[src/io_wdt_pkg.sv]
package io_wdt_pkg;

    // ------------------------------------------------------------------
    // port map
    // ------------------------------------------------------------------
    localparam int ADDR_W = 12;
    localparam logic [11:0] PERIOD_KICK_PORT = 12'h0443;
    localparam logic [11:0] STOP_PORT_LO = 12'h0043;
    localparam logic [11:0] STOP_PORT_HI = 12'h0843;

    // ------------------------------------------------------------------
    // timing
    // ------------------------------------------------------------------
    localparam int CLK_HZ = 125_000_000;
    localparam int TICK_S = 1;
    localparam int TICK_CYCLES = CLK_HZ * TICK_S;
    localparam int PERIOD_W = 8;
    localparam logic [7:0] PERIOD_RESET = 8'h00;
    localparam logic [7:0] READ_DATA_IDLE = 8'hff;
    localparam int RESET_PULSE_CYCLES = 16;

    typedef enum logic [1:0] {
        WD_IDLE,
        WD_RUN,
        WD_FIRE
    } wd_state_t;

endpackage : io_wdt_pkg

[src/io_port_watchdog_timer.sv]
`timescale 1ns/100ps
module io_port_watchdog_timer
    import io_wdt_pkg::*;
#(
    parameter int TICK_LEN = TICK_CYCLES,
    parameter int PULSE_LEN = RESET_PULSE_CYCLES
) (
    // clock and reset
    input wire logic clk_i,
    input wire logic rst_b_i,
    // host i/o port access
    input wire logic [ADDR_W-1:0] io_addr_i,
    input wire logic io_wr_i,
    input wire logic io_rd_i,
    input wire logic [7:0] io_wdata_i,
    output logic [7:0] io_rdata_o,
    // status and board reset
    output logic wd_enabled_o,
    output logic board_reset_o
);

    // ------------------------------------------------------------------
    // port decode
    // ------------------------------------------------------------------
    function automatic logic is_stop(input logic [ADDR_W-1:0] a);
        is_stop = (a == STOP_PORT_LO) || (a == STOP_PORT_HI);
    endfunction : is_stop

    logic wr_period;
    logic rd_kick;
    logic rd_stop;
    always_comb begin
        wr_period = 1'b0;
        rd_kick = 1'b0;
        rd_stop = 1'b0;
        if (io_addr_i == PERIOD_KICK_PORT) begin
            wr_period = io_wr_i;
            rd_kick = io_rd_i;
        end else if (is_stop(io_addr_i)) begin
            rd_stop = io_rd_i;
        end
    end

    // ------------------------------------------------------------------
    // watchdog state
    // ------------------------------------------------------------------
    wd_state_t state_q, state_d;
    logic [PERIOD_W-1:0] period_q, period_d;
    logic [PERIOD_W-1:0] secs_q, secs_d;
    logic [31:0] tick_q, tick_d;
    logic [31:0] pulse_q, pulse_d;
    logic [7:0] rdata_q, rdata_d;
    logic enabled_q, enabled_d;
    logic rst_out_q, rst_out_d;

    always_comb begin
        state_d = state_q;
        period_d = period_q;
        secs_d = secs_q;
        tick_d = tick_q;
        pulse_d = pulse_q;
        rdata_d = READ_DATA_IDLE;
        if (wr_period) begin
            period_d = io_wdata_i[PERIOD_W-1:0];
        end
        if (rd_kick) begin
            rdata_d = period_q;
        end
        case (state_q)
            WD_IDLE: begin
                if (rd_kick) begin
                    state_d = WD_RUN;
                    secs_d = period_q;
                    tick_d = 32'(TICK_LEN - 1);
                end
            end
            WD_RUN: begin
                if (rd_stop) begin
                    state_d = WD_IDLE;
                end else if (rd_kick) begin
                    secs_d = period_q;
                    tick_d = 32'(TICK_LEN - 1);
                end else if (tick_q != 32'h0000_0000) begin
                    tick_d = tick_q - 32'h0000_0001;
                end else if (secs_q <= 8'h01) begin
                    // zero period expires at the first tick, same as one second
                    state_d = WD_FIRE;
                    pulse_d = 32'(PULSE_LEN - 1);
                end else begin
                    secs_d = secs_q - 8'h01;
                    tick_d = 32'(TICK_LEN - 1);
                end
            end
            WD_FIRE: begin
                // the pulse runs to its end; the board is being rebooted anyway
                if (pulse_q != 32'h0000_0000) begin
                    pulse_d = pulse_q - 32'h0000_0001;
                end else begin
                    state_d = WD_IDLE;
                end
            end
            default: state_d = WD_IDLE;
        endcase
        enabled_d = (state_d == WD_RUN);
        rst_out_d = (state_d == WD_FIRE);
    end

    always_ff @(posedge clk_i) begin
        if (!rst_b_i) begin
            state_q <= WD_IDLE;
            period_q <= PERIOD_RESET;
            secs_q <= 8'h00;
            tick_q <= 32'h0000_0000;
            pulse_q <= 32'h0000_0000;
            rdata_q <= READ_DATA_IDLE;
            enabled_q <= 1'b0;
            rst_out_q <= 1'b0;
        end else begin
            state_q <= state_d;
            period_q <= period_d;
            secs_q <= secs_d;
            tick_q <= tick_d;
            pulse_q <= pulse_d;
            rdata_q <= rdata_d;
            enabled_q <= enabled_d;
            rst_out_q <= rst_out_d;
        end
    end

    assign io_rdata_o = rdata_q;
    assign wd_enabled_o = enabled_q;
    assign board_reset_o = rst_out_q;

    // ------------------------------------------------------------------
    // reset pulse length
    // ------------------------------------------------------------------
    // counts the cycles the board reset has stood, checked as it falls
    logic [31:0] hi_cnt_q, hi_cnt_d;
    always_comb begin
        hi_cnt_d = 32'h0000_0000;
        if (rst_out_q) begin
            hi_cnt_d = hi_cnt_q + 32'h0000_0001;
        end
    end
    always_ff @(posedge clk_i) begin
        if (!rst_b_i) begin
            hi_cnt_q <= 32'h0000_0000;
        end else begin
            hi_cnt_q <= hi_cnt_d;
        end
    end
endmodule : io_port_watchdog_timer

[config.mk]
export PLATFORM = sky130hd
export DESIGN_NAME = io_port_watchdog_timer
export DESIGN_NICKNAME = d
export VERILOG_FILES = /design/src/io_wdt_pkg.sv /design/src/io_port_watchdog_timer.sv
export SDC_FILE = /design/constraint.sdc
export NUM_CORES = 1
export LEC_CHECK = 0
export BUFFER_PORTS_ARGS = -buffer_cell sky130_fd_sc_hd__buf_2
export CELL_PAD_IN_SITES_DETAIL_PLACEMENT = 2
export CELL_PAD_IN_SITES_GLOBAL_PLACEMENT = 2
export CORE_MARGIN = 3
export CORE_UTILIZATION = 36
export CTS_BUF_LIST = sky130_fd_sc_hd__clkbuf_8 sky130_fd_sc_hd__clkbuf_16
export CTS_CLUSTER_SIZE = 24
export DETAILED_ROUTE_END_ITERATION = 12
export GPL_TIMING_DRIVEN = 0
export PLACE_DENSITY = 0.84
export REMOVE_ABC_BUFFERS = 1
export SKIP_CTS_REPAIR_TIMING = 1
export SLEW_MARGIN = 5
export SYNTH_ARGS = -nofsm -noshare
export SYNTH_HDL_FRONTEND = slang
export SYNTH_SLANG_ARGS = --single-unit
[constraint.sdc]
create_clock -name clk_i -period 3.2 [get_ports clk_i]
set_clock_uncertainty 0.15 [all_clocks]
set_input_delay 0.48 -clock clk_i [delete_from_list [all_inputs] [get_ports clk_i]]
set_output_delay 0.48 -clock clk_i [all_outputs]
set_load 0.05 [all_outputs]
==> out/results.tsv, run 1 <==
stage	metric	value	unit
drt	num_vias	4172	
global_routing	grt_pass1_vias	4617	
worst_setup_path	path_cells	or4_1, or4b_4, nor4_4, nor2b_2, buf_6, nor2_4, nor4_1, o21a_1	
timing	slew_headroom	26.1	%
finish	n_antenna_cell	0	
placement	place_area	4800	um^2
timing	fin_hold_ws	0.208	ns
worst_setup_path	critPathArrivalTime	3.14	ns
worst_setup_path	r2r_cells	8	
timing	setup_viol	0	
timing	worstMarginPinSlew	1.10	ns
timing	setup_tns	0	ns
placement	routabilityCongestion	0.797	
global_routing	grt_max_degree	50	
drt	drc	0	
run_status	status	completed	
yosys	synth_edf_count	0	
clocking	cts-root-buf	clkbuf_16	
clocking	clk_latency	0.36	ns
yosys	ys_ff_latch	92	
floorplan	coreArea	12200	um^2
worst_hold_path	hold_depth	3	
floorplan	io_pins	34	
drt	ant_nets	0	
drt	drt-initial-drc-count	213	
global_routing	grt_use_total	20.0	%
worst_setup_path	cp.required	3.30	ns
drt	wl_per_cell	19.8	um
clocking	tritoncts	done	
placement	dp_hpwl	9.29	mm
global_routing	grt-ovfl-total	0	
yosys	async_flop_share	0	%
clocking	cts_max_level	3	
clocking	cts_made_buffers	9	
yosys	yosysSeqAreaShare	40.8	%
timing	fin_crit	3.04	ns
yosys	syn_avg_cell_area	8.38	um^2
timing	final.period_utilization	95.0	%
worst_setup_path	crit_type	flip-flop to flip-flop	
yosys	yosys_most_used_dff	dfxtp_1	
drt	drt_first_pass_iters	4	
floorplan	die-area	13900	um^2
timing	hold_viol_final	0	
worst_setup_path	r2r_start	pulse_q[7]$_SDFFE_PN0P_	
floorplan	die_h	118	um
worst_hold_path	worstHoldStart	io_wdata_i[3]	
floorplan	die-width	118	um
worst_setup_path	max_stage_delay	0.62	ns
worst_setup_path	crit_start	pulse_q[7]$_SDFFE_PN0P_	
floorplan	initial_core_util	37.2	%
worst_setup_path	worstPathMaxFanout	13	
yosys	syn_area	4520	um^2
power	p_per_area	449	nW/um^2
global_routing	grt_pass1_wl	23.1	mm
finish	fin_area	5250	um^2
worst_setup_path	path_buf_inv	1	
drt	vias_per_cell	5.68	
timing	slew_violations	0	
worst_setup_path	crit_slowest_cell	or4b_4	
clocking	ctsLongestPathBuffers	2	
flow_run	cap_violations	0	
yosys	synthDistinctLibCells	56	
clocking	cts.sinks	92	
global_routing	antenna_found_initial	0	
worst_setup_path	cp.depth	8	
yosys	syn_inst	539	
finish	area_growth	16.3	%
finish	nets	591	
worst_setup_path	startpoint_type	flip-flop	
power	leakagePower	2.07	nW
power	irDropWorstVdd	264	uV
finish	layout-drive-gt1-share	14.8	%
worst_setup_path	critPathCaptureType	flip-flop	
worst_hold_path	hp-class	primary input to flip-flop	
drt	totalWireLength	14.6	mm
power	p_total	2.36	mW
floorplan	rows	40	
clocking	clk_pin_slew	0.07	ns
placement	port_buffers	33	
yosys	yosysWarningCount	0	
timing	fmax	329	MHz
worst_setup_path	cp_top_family	simple AND/OR/NAND/NOR gates	
==> cells in the final DEF (no fill, tap or decap), types with 8 or more instances in the layout <==
cell,netlist,layout
xor2_1,36,36
a31oi_1,11,11
nor2_1,77,76
o21ai_0,42,40
inv_1,12,12
nor4_1,20,20
clkbuf_16,0,9
nor3_1,18,18
o211ai_1,10,10
buf_2,6,33
a21oi_1,25,25
mux2i_1,8,8
nand3_1,8,8
or3_1,25,25
or4_1,9,8
dfxtp_1,92,92
nand2_1,24,23
==> stage by stage <==
| step | cells | setup slack (ns) | util, % |
|---|---|---|---|
| after global routing | 735 | -0.0800 | 43.2 |
| after floorplan | 509 | -0.0476 | - |
| after global placement | 710 | -1.24 | 39.2 |
| after CTS | 728 | -1.11 | 42.1 |
| after detailed placement | 712 | -1.41 | 39.5 |
| final | 735 | 0.159 | 43.2 |
==> synthesized netlist by cell type (6+ instances only) <==
| cell | count | area, um^2 |
|---|---|---|
| a21oi_1 | 25 | 125 |
| a31oi_1 | 11 | 68.8 |
| buf_2 | 6 | 30.0 |
| clkbuf_1 | 24 | 90.1 |
| dfxtp_1 | 92 | 1840 |
| inv_1 | 12 | 45.0 |
| mux2i_1 | 8 | 80.1 |
| nand2_1 | 24 | 90.1 |
| nand2b_1 | 6 | 37.5 |
| nand3_1 | 8 | 40.0 |
| nor2_1 | 77 | 289 |
| nor2b_1 | 7 | 43.8 |
| nor3_1 | 18 | 90.1 |
| nor4_1 | 20 | 125 |
| o211ai_1 | 10 | 75.1 |
| o21ai_0 | 42 | 210 |
| or3_1 | 25 | 156 |
| or4_1 | 9 | 67.6 |
| xor2_1 | 36 | 315 |
==> final timing paths <==
| kind | endpoint | slack (ns) |
|---|---|---|
| worst max register to register | pulse_q[23]$_SDFFE_PN0P_ | 0.16 |
| worst max-delay path | pulse_q[23]$_SDFFE_PN0P_ | 0.16 |
| worst min register to register | io_rdata_o[6]$_SDFF_PN1_ | 0.33 |
| worst min-delay path | period_q[3]$_SDFFE_PN0P_ | 0.21 |
==> where the power goes <==
part / switching [mW] / leakage (nW) / total [mW] / internal (mW)
clock network: 0.482 / 0.161 / 1.17 / 0.684
logic: 0.0353 / 1.17 / 0.0510 / 0.0157
registers: 0.000259 / 0.741 / 1.14 / 1.14
total: 0.517 / 2.07 / 2.36 / 1.84
==> flip-flops by register name (all words and copies together) (netlist names) <==
signal / count
pulse_q: 32
io_rdata_o: 8
wd_enabled_o: 1
state_q: 2
secs_q: 8
tick_q: 32
period_q: 8
board_reset_o: 1
==> layout make-up <==
type | instances | area (um^2)
fill | 1345 | 6910
inverter | 12 | 45.0
timing repair buffer | 41 | 233
sequential | 92 | 1840
multi-input combinational | 406 | 2610
clock inverter | 7 | 91.3
clock buffer | 9 | 225
tap | 168 | 210
==> per-layer routing <==
metal	part of all wire (%)	wire length, um	track usage (%)	up-vias
met5	0	0	0	-
met4	1.7	243	5.42	0
met3	2.1	302	4.61	21
met2	51	7440	36.7	37
met1	45	6600	23.3	2113
li1	-	-	-	2001
==> kinds of logic after synthesis <==
| family | count (synthesis) | share of synthesized area, % |
|---|---|---|
| mux | 9 | 2.02 |
| fa+ha+maj | 5 | 1.38 |
| flops | 92 | 40.8 |
| xor+xnor | 39 | 7.56 |
| simple gates | 227 | 27.5 |
| buf+inv | 42 | 3.66 |
| compound gates | 125 | 17.1 |
==> worst register-to-register path, stage by stage, from the launching register on <==
cell and delay (ns):
dfxtp_1 0.37, or4_1 0.61, or4b_4 0.62, nor4_4 0.24, nor2b_2 0.19, buf_6 0.20
nor2_4 0.29, nor4_1 0.10, o21a_1 0.18
(Power assumes the default switching activity.)
==> run 2, diff against run 1 <==
- CORE_UTILIZATION: 36 -> 39
- PLACE_DENSITY: 0.84 -> 0.9
- clock period: 3.2 -> 3.8 ns (I/O delays scaled with it)
==> run 2 against run 1 <==
  * Final area down 3.8%
  * Largest cell class unchanged
  * Clock power decreased by 32%
  * Count of clock-buffer cells in the layout increased by 1
  * Highest routed layer unchanged
  * Total power fell by 24%
  * Core utilization increased by 2.4 points
  * Die area is 7.3% lower
  * Global-route usage rose by 2.5 points
  * Wire length fell by 1.0%
  * Via count is 0.29% lower
  * Sequential power is 15% lower
==> out/results.tsv, run 2 (synthesis gave the netlist of run 1 again) <==
stage	metric	value	unit
run_status	status	completed	
finish	reg.largest.list	pulse_q: 32 flops, tick_q: 32 flops	
power	irDropWorstVdd	224	uV
floorplan	initial_core_util	40.8	%
placement	routabilityCongestion	0.775	
clocking	cts.sinks	92	
drt	totalWireLength	14.4	mm
clocking	cts-root-buf	clkbuf_16	
floorplan	die-area	12900	um^2
finish	fin_area	5050	um^2
finish	area_growth	11.9	%
finish	nets	585	
placement	pre_cts_slack	-0.856	ns
timing	final.period_utilization	94.7	%
placement	place_area	4770	um^2
global_routing	grt_pass1_wl	23.5	mm
floorplan	die-width	114	um
worst_hold_path	hp-class	primary input to flip-flop	
floorplan	rows	38	
global_routing	grt_max_degree	50	
drt	drc	0	
timing	setup_viol	0	
timing	grt_setup_unrepaired	no	
clocking	tritoncts	done	
global_routing	antenna_found_initial	1	
timing	setup_ws	0.203	ns
timing	fin_hold_ws	0.316	ns
timing	slew_violations	0	
worst_setup_path	critPathArrivalTime	3.67	ns
clocking	ctsLongestPathBuffers	2	
floorplan	die_h	114	um
clocking	cts_made_buffers	9	
drt	vias_per_cell	5.96	
clocking	cts_max_level	3	
finish	final_core_util	45.6	%
global_routing	grt-ovfl-total	0	
worst_setup_path	worstPathMaxFanout	26	
placement	dp_hpwl	9.66	mm
drt	num_vias	4160	
drt	drt-initial-drc-count	131	
placement	port_buffers	33	
power	leakagePower	2.01	nW
worst_setup_path	critPathCaptureType	flip-flop	
worst_setup_path	startpoint_type	flip-flop	
timing	fmax	278	MHz
clocking	clk_latency	0.34	ns
global_routing	grt_pass1_vias	4557	
timing	slew_headroom	24.4	%
drt	ant_nets	0	
floorplan	coreArea	11100	um^2
timing	worstMarginPinSlew	1.13	ns
drt	wl_per_cell	20.7	um
worst_setup_path	cp.required	3.87	ns
clocking	clk_pin_slew	0.06	ns
timing	hold_viol_final	0	
floorplan	io_pins	34	
global_routing	grt_use_total	22.5	%
power	p_per_area	357	nW/um^2
worst_setup_path	crit_type	flip-flop to flip-flop	
finish	final_common_cell	dfxtp_1	
timing	fin_crit	3.60	ns
finish	final_cell_mix	dfxtp_1, nor2_1, o21ai_0	
finish	layout-drive-gt1-share	11.7	%
drt	drt_first_pass_iters	4	
flow_run	cap_violations	0	
-- run 2: cell types whose count changed in the layout (fill, tap and decap cells not counted), moves of 2 or more --
cell	change
bufinv_16	-2
buf_4	-5
o21ai_0	+2
clkinv_2	-2
-- run 2: path summary, 6_finish.rpt --
kind	from	cells past startpoint	end	slack, ns
max	tick_q[4]$_SDFFE_PN0P_	7	pulse_q[12]$_SDFFE_PN0P_	0.20
min	io_wdata_i[6]	3	period_q[6]$_SDFFE_PN0P_	0.32
max reg2reg	tick_q[4]$_SDFFE_PN0P_	7	pulse_q[12]$_SDFFE_PN0P_	0.20
min reg2reg	period_q[3]$_SDFFE_PN0P_	1	io_rdata_o[3]$_SDFF_PN1_	0.33
-- run 2: cell type report --
type / count / area (um^2)
clock inverters: 2 / 7.51
fillers: 1241 / 6020
flip-flops and latches: 92 / 1840
inverters: 12 / 45.0
repair buffers: 36 / 199
clock buffers: 10 / 239
well taps: 140 / 175
diodes: 1 / 2.50
multi-input cells: 405 / 2540
-- run 2: worst max-delay path: stages, from the launching register on --
cell and delay, ns:
dfxtp_1 0.36, or4_1 0.71, nor2_4 0.23, nand4_4 0.16, nor4b_4 0.64, nand2b_1 0.93, or4_1 0.22, nand2_1 0.06
-- run 2: layer usage --
| metal | wire length (um) | vias up | share of wire (%) | global-route usage, % |
|---|---|---|---|---|
| met3 | 322 | 20 | 2.2 | 3.13 |
| met4 | 289 | 0 | 2.0 | 8.33 |
| met1 | 6300 | 2110 | 44 | 27.0 |
| li1 | - | 1978 | - | - |
| met2 | 7510 | 52 | 52 | 40.7 |
| met5 | 0 | - | 0 | 0 |
-- run 2: where the power goes --
part / switching (mW) / internal (mW) / leakage (nW)
clock: 0.357 / 0.442 / 0.129
combinational: 0.0296 / 0.0125 / 1.14
sequential: 0.000217 / 0.964 / 0.741
-- run 2: through the flow --
stage                     cells  power (mW)  TNS (ns)
final                       698        1.81         0
after global placement      682        1.02    -14.42
after detailed placement    684        1.03    -21.85
after floorplan             509        1.00         0
after CTS                   696        1.83    -13.53
after global routing        698        1.87         0
==> run 3, diff against run 2 <==
- CORE_ASPECT_RATIO: default -> 1.1
==> run 3 against run 2 <==
  * Via count is 4.0% higher
  * Non-clock buffer count grew 2
  * Final area rose by 1.8%
  * Cell count grew 1.9%
  * Setup slack got worse by 0.072 ns
  * Sequential power about the same
  * Die area about the same
  * Register-to-register slack got worse by 0.07 ns
  * Combinational power fell by 1%
  * Critical path type unchanged
  * Largest cell class unchanged
  * Highest routed layer unchanged
==> out/results.tsv, run 3 (synthesis gave the netlist of run 1 again) <==
stage	metric	value	unit
run_status	status	completed	
global_routing	antenna_found_initial	0	
timing	fmax	273	MHz
timing	setup_viol	0	
global_routing	grt_pass1_wl	24.9	mm
drt	wl_per_cell	22.7	um
drt	drc	0	
placement	place_area	4780	um^2
global_routing	grt-ovfl-total	0	
drt	drt_first_pass_iters	4	
power	leakagePower	2.05	nW
placement	dp_hpwl	9.59	mm
timing	slew_headroom	13.4	%
power	irDropWorstVdd	180	uV
timing	slew_violations	0	
finish	final_cell_mix	dfxtp_1, nor2_1, o21ai_0	
worst_hold_path	hp-class	primary input to flip-flop	
timing	fin_hold_ws	0.316	ns
clocking	cts.sinks	92	
finish	layout-drive-gt1-share	12.9	%
worst_setup_path	cp.required	3.89	ns
timing	final.period_utilization	96.6	%
worst_setup_path	critPathCaptureType	flip-flop	
clocking	cts_made_buffers	9	
floorplan	die-area	12900	um^2
floorplan	io_pins	34	
drt	num_vias	4328	
clocking	tritoncts	done	
clocking	cts_max_level	3	
worst_hold_path	worstHoldStart	io_wdata_i[6]	
finish	multi_input_area	2560	um^2
floorplan	rows	40	
finish	fin_area	5140	um^2
worst_hold_path	hold_path_end	period_q[6]$_SDFFE_PN0P_	
power	clkPwrFrac	47.9	%
finish	area_growth	13.9	%
finish	final_core_util	46.3	%
worst_setup_path	crit_slowest_cell	nor2_1	
drt	ant_nets	0	
worst_setup_path	r2r_start	pulse_q[7]$_SDFFE_PN0P_	
clocking	clk_latency	0.35	ns
placement	routabilityCongestion	0.758	
clocking	cts-root-buf	clkbuf_16	
power	p_total	1.93	mW
floorplan	initial_core_util	40.7	%
global_routing	grt_use_total	24.3	%
power	power_switching	0.423	mW
finish	n_antenna_cell	0	
power	p_sw_share	21.9	%
timing	worstMarginPinSlew	1.30	ns
global_routing	grt_pass1_vias	4672	
global_routing	grt_max_degree	50	
finish	final_common_cell	dfxtp_1	
flow_run	cap_violations	0	
drt	vias_per_cell	6.09	
timing	hold_viol_final	0	
floorplan	coreArea	11100	um^2
worst_setup_path	path_cells	or4_1, or4b_1, nor4_4, nor2b_2, buf_8, nor2_1, nor4_1, o21a_1	
power	intPower	1.51	mW
worst_setup_path	r2r_cells	8	
drt	drt-initial-drc-count	206	
finish	reg.largest.list	pulse_q: 32 flops, tick_q: 32 flops	
worst_setup_path	max_stage_delay	0.71	ns
power	comb_power_share	2.2	%
clocking	ctsLongestPathBuffers	2	
worst_hold_path	hold_depth	3	
worst_setup_path	crit_type	flip-flop to flip-flop	
power	p_per_area	375	nW/um^2
drt	totalWireLength	16.2	mm
worst_setup_path	path_buf_inv	1	
timing	fin_crit	3.67	ns
finish	nets	588	
power	seqPwrFrac	50.0	%
worst_setup_path	critPathArrivalTime	3.76	ns
finish	nFillCells	1233	
worst_setup_path	worstPathMaxFanout	17	
floorplan	die-width	109	um
timing	setup_ws	0.131	ns
worst_setup_path	r2r_end	pulse_q[23]$_SDFFE_PN0P_	
finish	register_area	1840	um^2
worst_setup_path	r2r_setup_slack	0.13	ns
placement	pre_cts_slack	-0.874	ns
placement	port_buffers	33	
worst_setup_path	startpoint_type	flip-flop	
floorplan	die_h	119	um
clocking	clk_pin_slew	0.07	ns
worst_setup_path	cp_top_family	simple AND/OR/NAND/NOR gates	
[run 3: worst reg2reg max path: cells and delay by family, from the launching register on]
family	cells	cell delay, ns
flip-flops	1	0.37
AO/OA/AOI/OAI	1	0.22
AND/OR/NAND/NOR	6	2.64
buffers and inverters	1	0.19
[run 3: area by class of cell]
cell class | instances | area share (%)
clock buffers | 14 | 5.71
clock inverters | 2 | 0.146
inverters | 12 | 0.875
multi-input cells | 406 | 49.8
flip-flops and latches | 92 | 35.8
well taps | 147 | 3.57
repair buffers | 38 | 4.09
[run 3: worst max path at each step]
| stage | startpoint | endpoint | depth (start not counted) |
|---|---|---|---|
| final | pulse_q[7]$_SDFFE_PN0P_ | pulse_q[23]$_SDFFE_PN0P_ | 8 |
| after floorplan | io_addr_i[5] | secs_q[2]$_SDFFE_PN0P_ | 7 |
| after CTS | io_addr_i[5] | tick_q[19]$_SDFFE_PN0P_ | 8 |
| after global routing | pulse_q[7]$_SDFFE_PN0P_ | pulse_q[19]$_SDFFE_PN0P_ | 8 |
| after global placement | io_addr_i[5] | tick_q[23]$_SDFFE_PN0P_ | 8 |
| after detailed placement | io_addr_i[5] | tick_q[13]$_SDFFE_PN0P_ | 8 |
[run 3: metrics by stage]
step | TNS (ns) | cells
2_1_floorplan | 0 | 509
3_3_place_gp | -14.88 | 689
3_5_place_dp | -20.46 | 691
4_1_cts | -11.80 | 707
5_1_grt | -0.0999 | 711
6_report | 0 | 711
[run 3: metal layers]
layer / track usage, % / up-vias / wire length [um]
met5: 0 / - / 0
met4: 9.16 / 0 / 384
met3: 4.61 / 44 / 455
met2: 41.6 / 87 / 8510
met1: 29.8 / 2206 / 6810
li1: - / 1991 / -
[run 3: power by group through the flow]
| stage | Clock (mW) | Combinational (mW) | Sequential [mW] |
|---|---|---|---|
| floorplan | 0 | 0.0164 | 0.986 |
| global placement | 0 | 0.0375 | 0.986 |
| detailed placement | 0 | 0.0390 | 0.986 |
| CTS | 0.938 | 0.0397 | 0.964 |
| global route | 0.992 | 0.0458 | 0.963 |
| finish | 0.924 | 0.0415 | 0.964 |
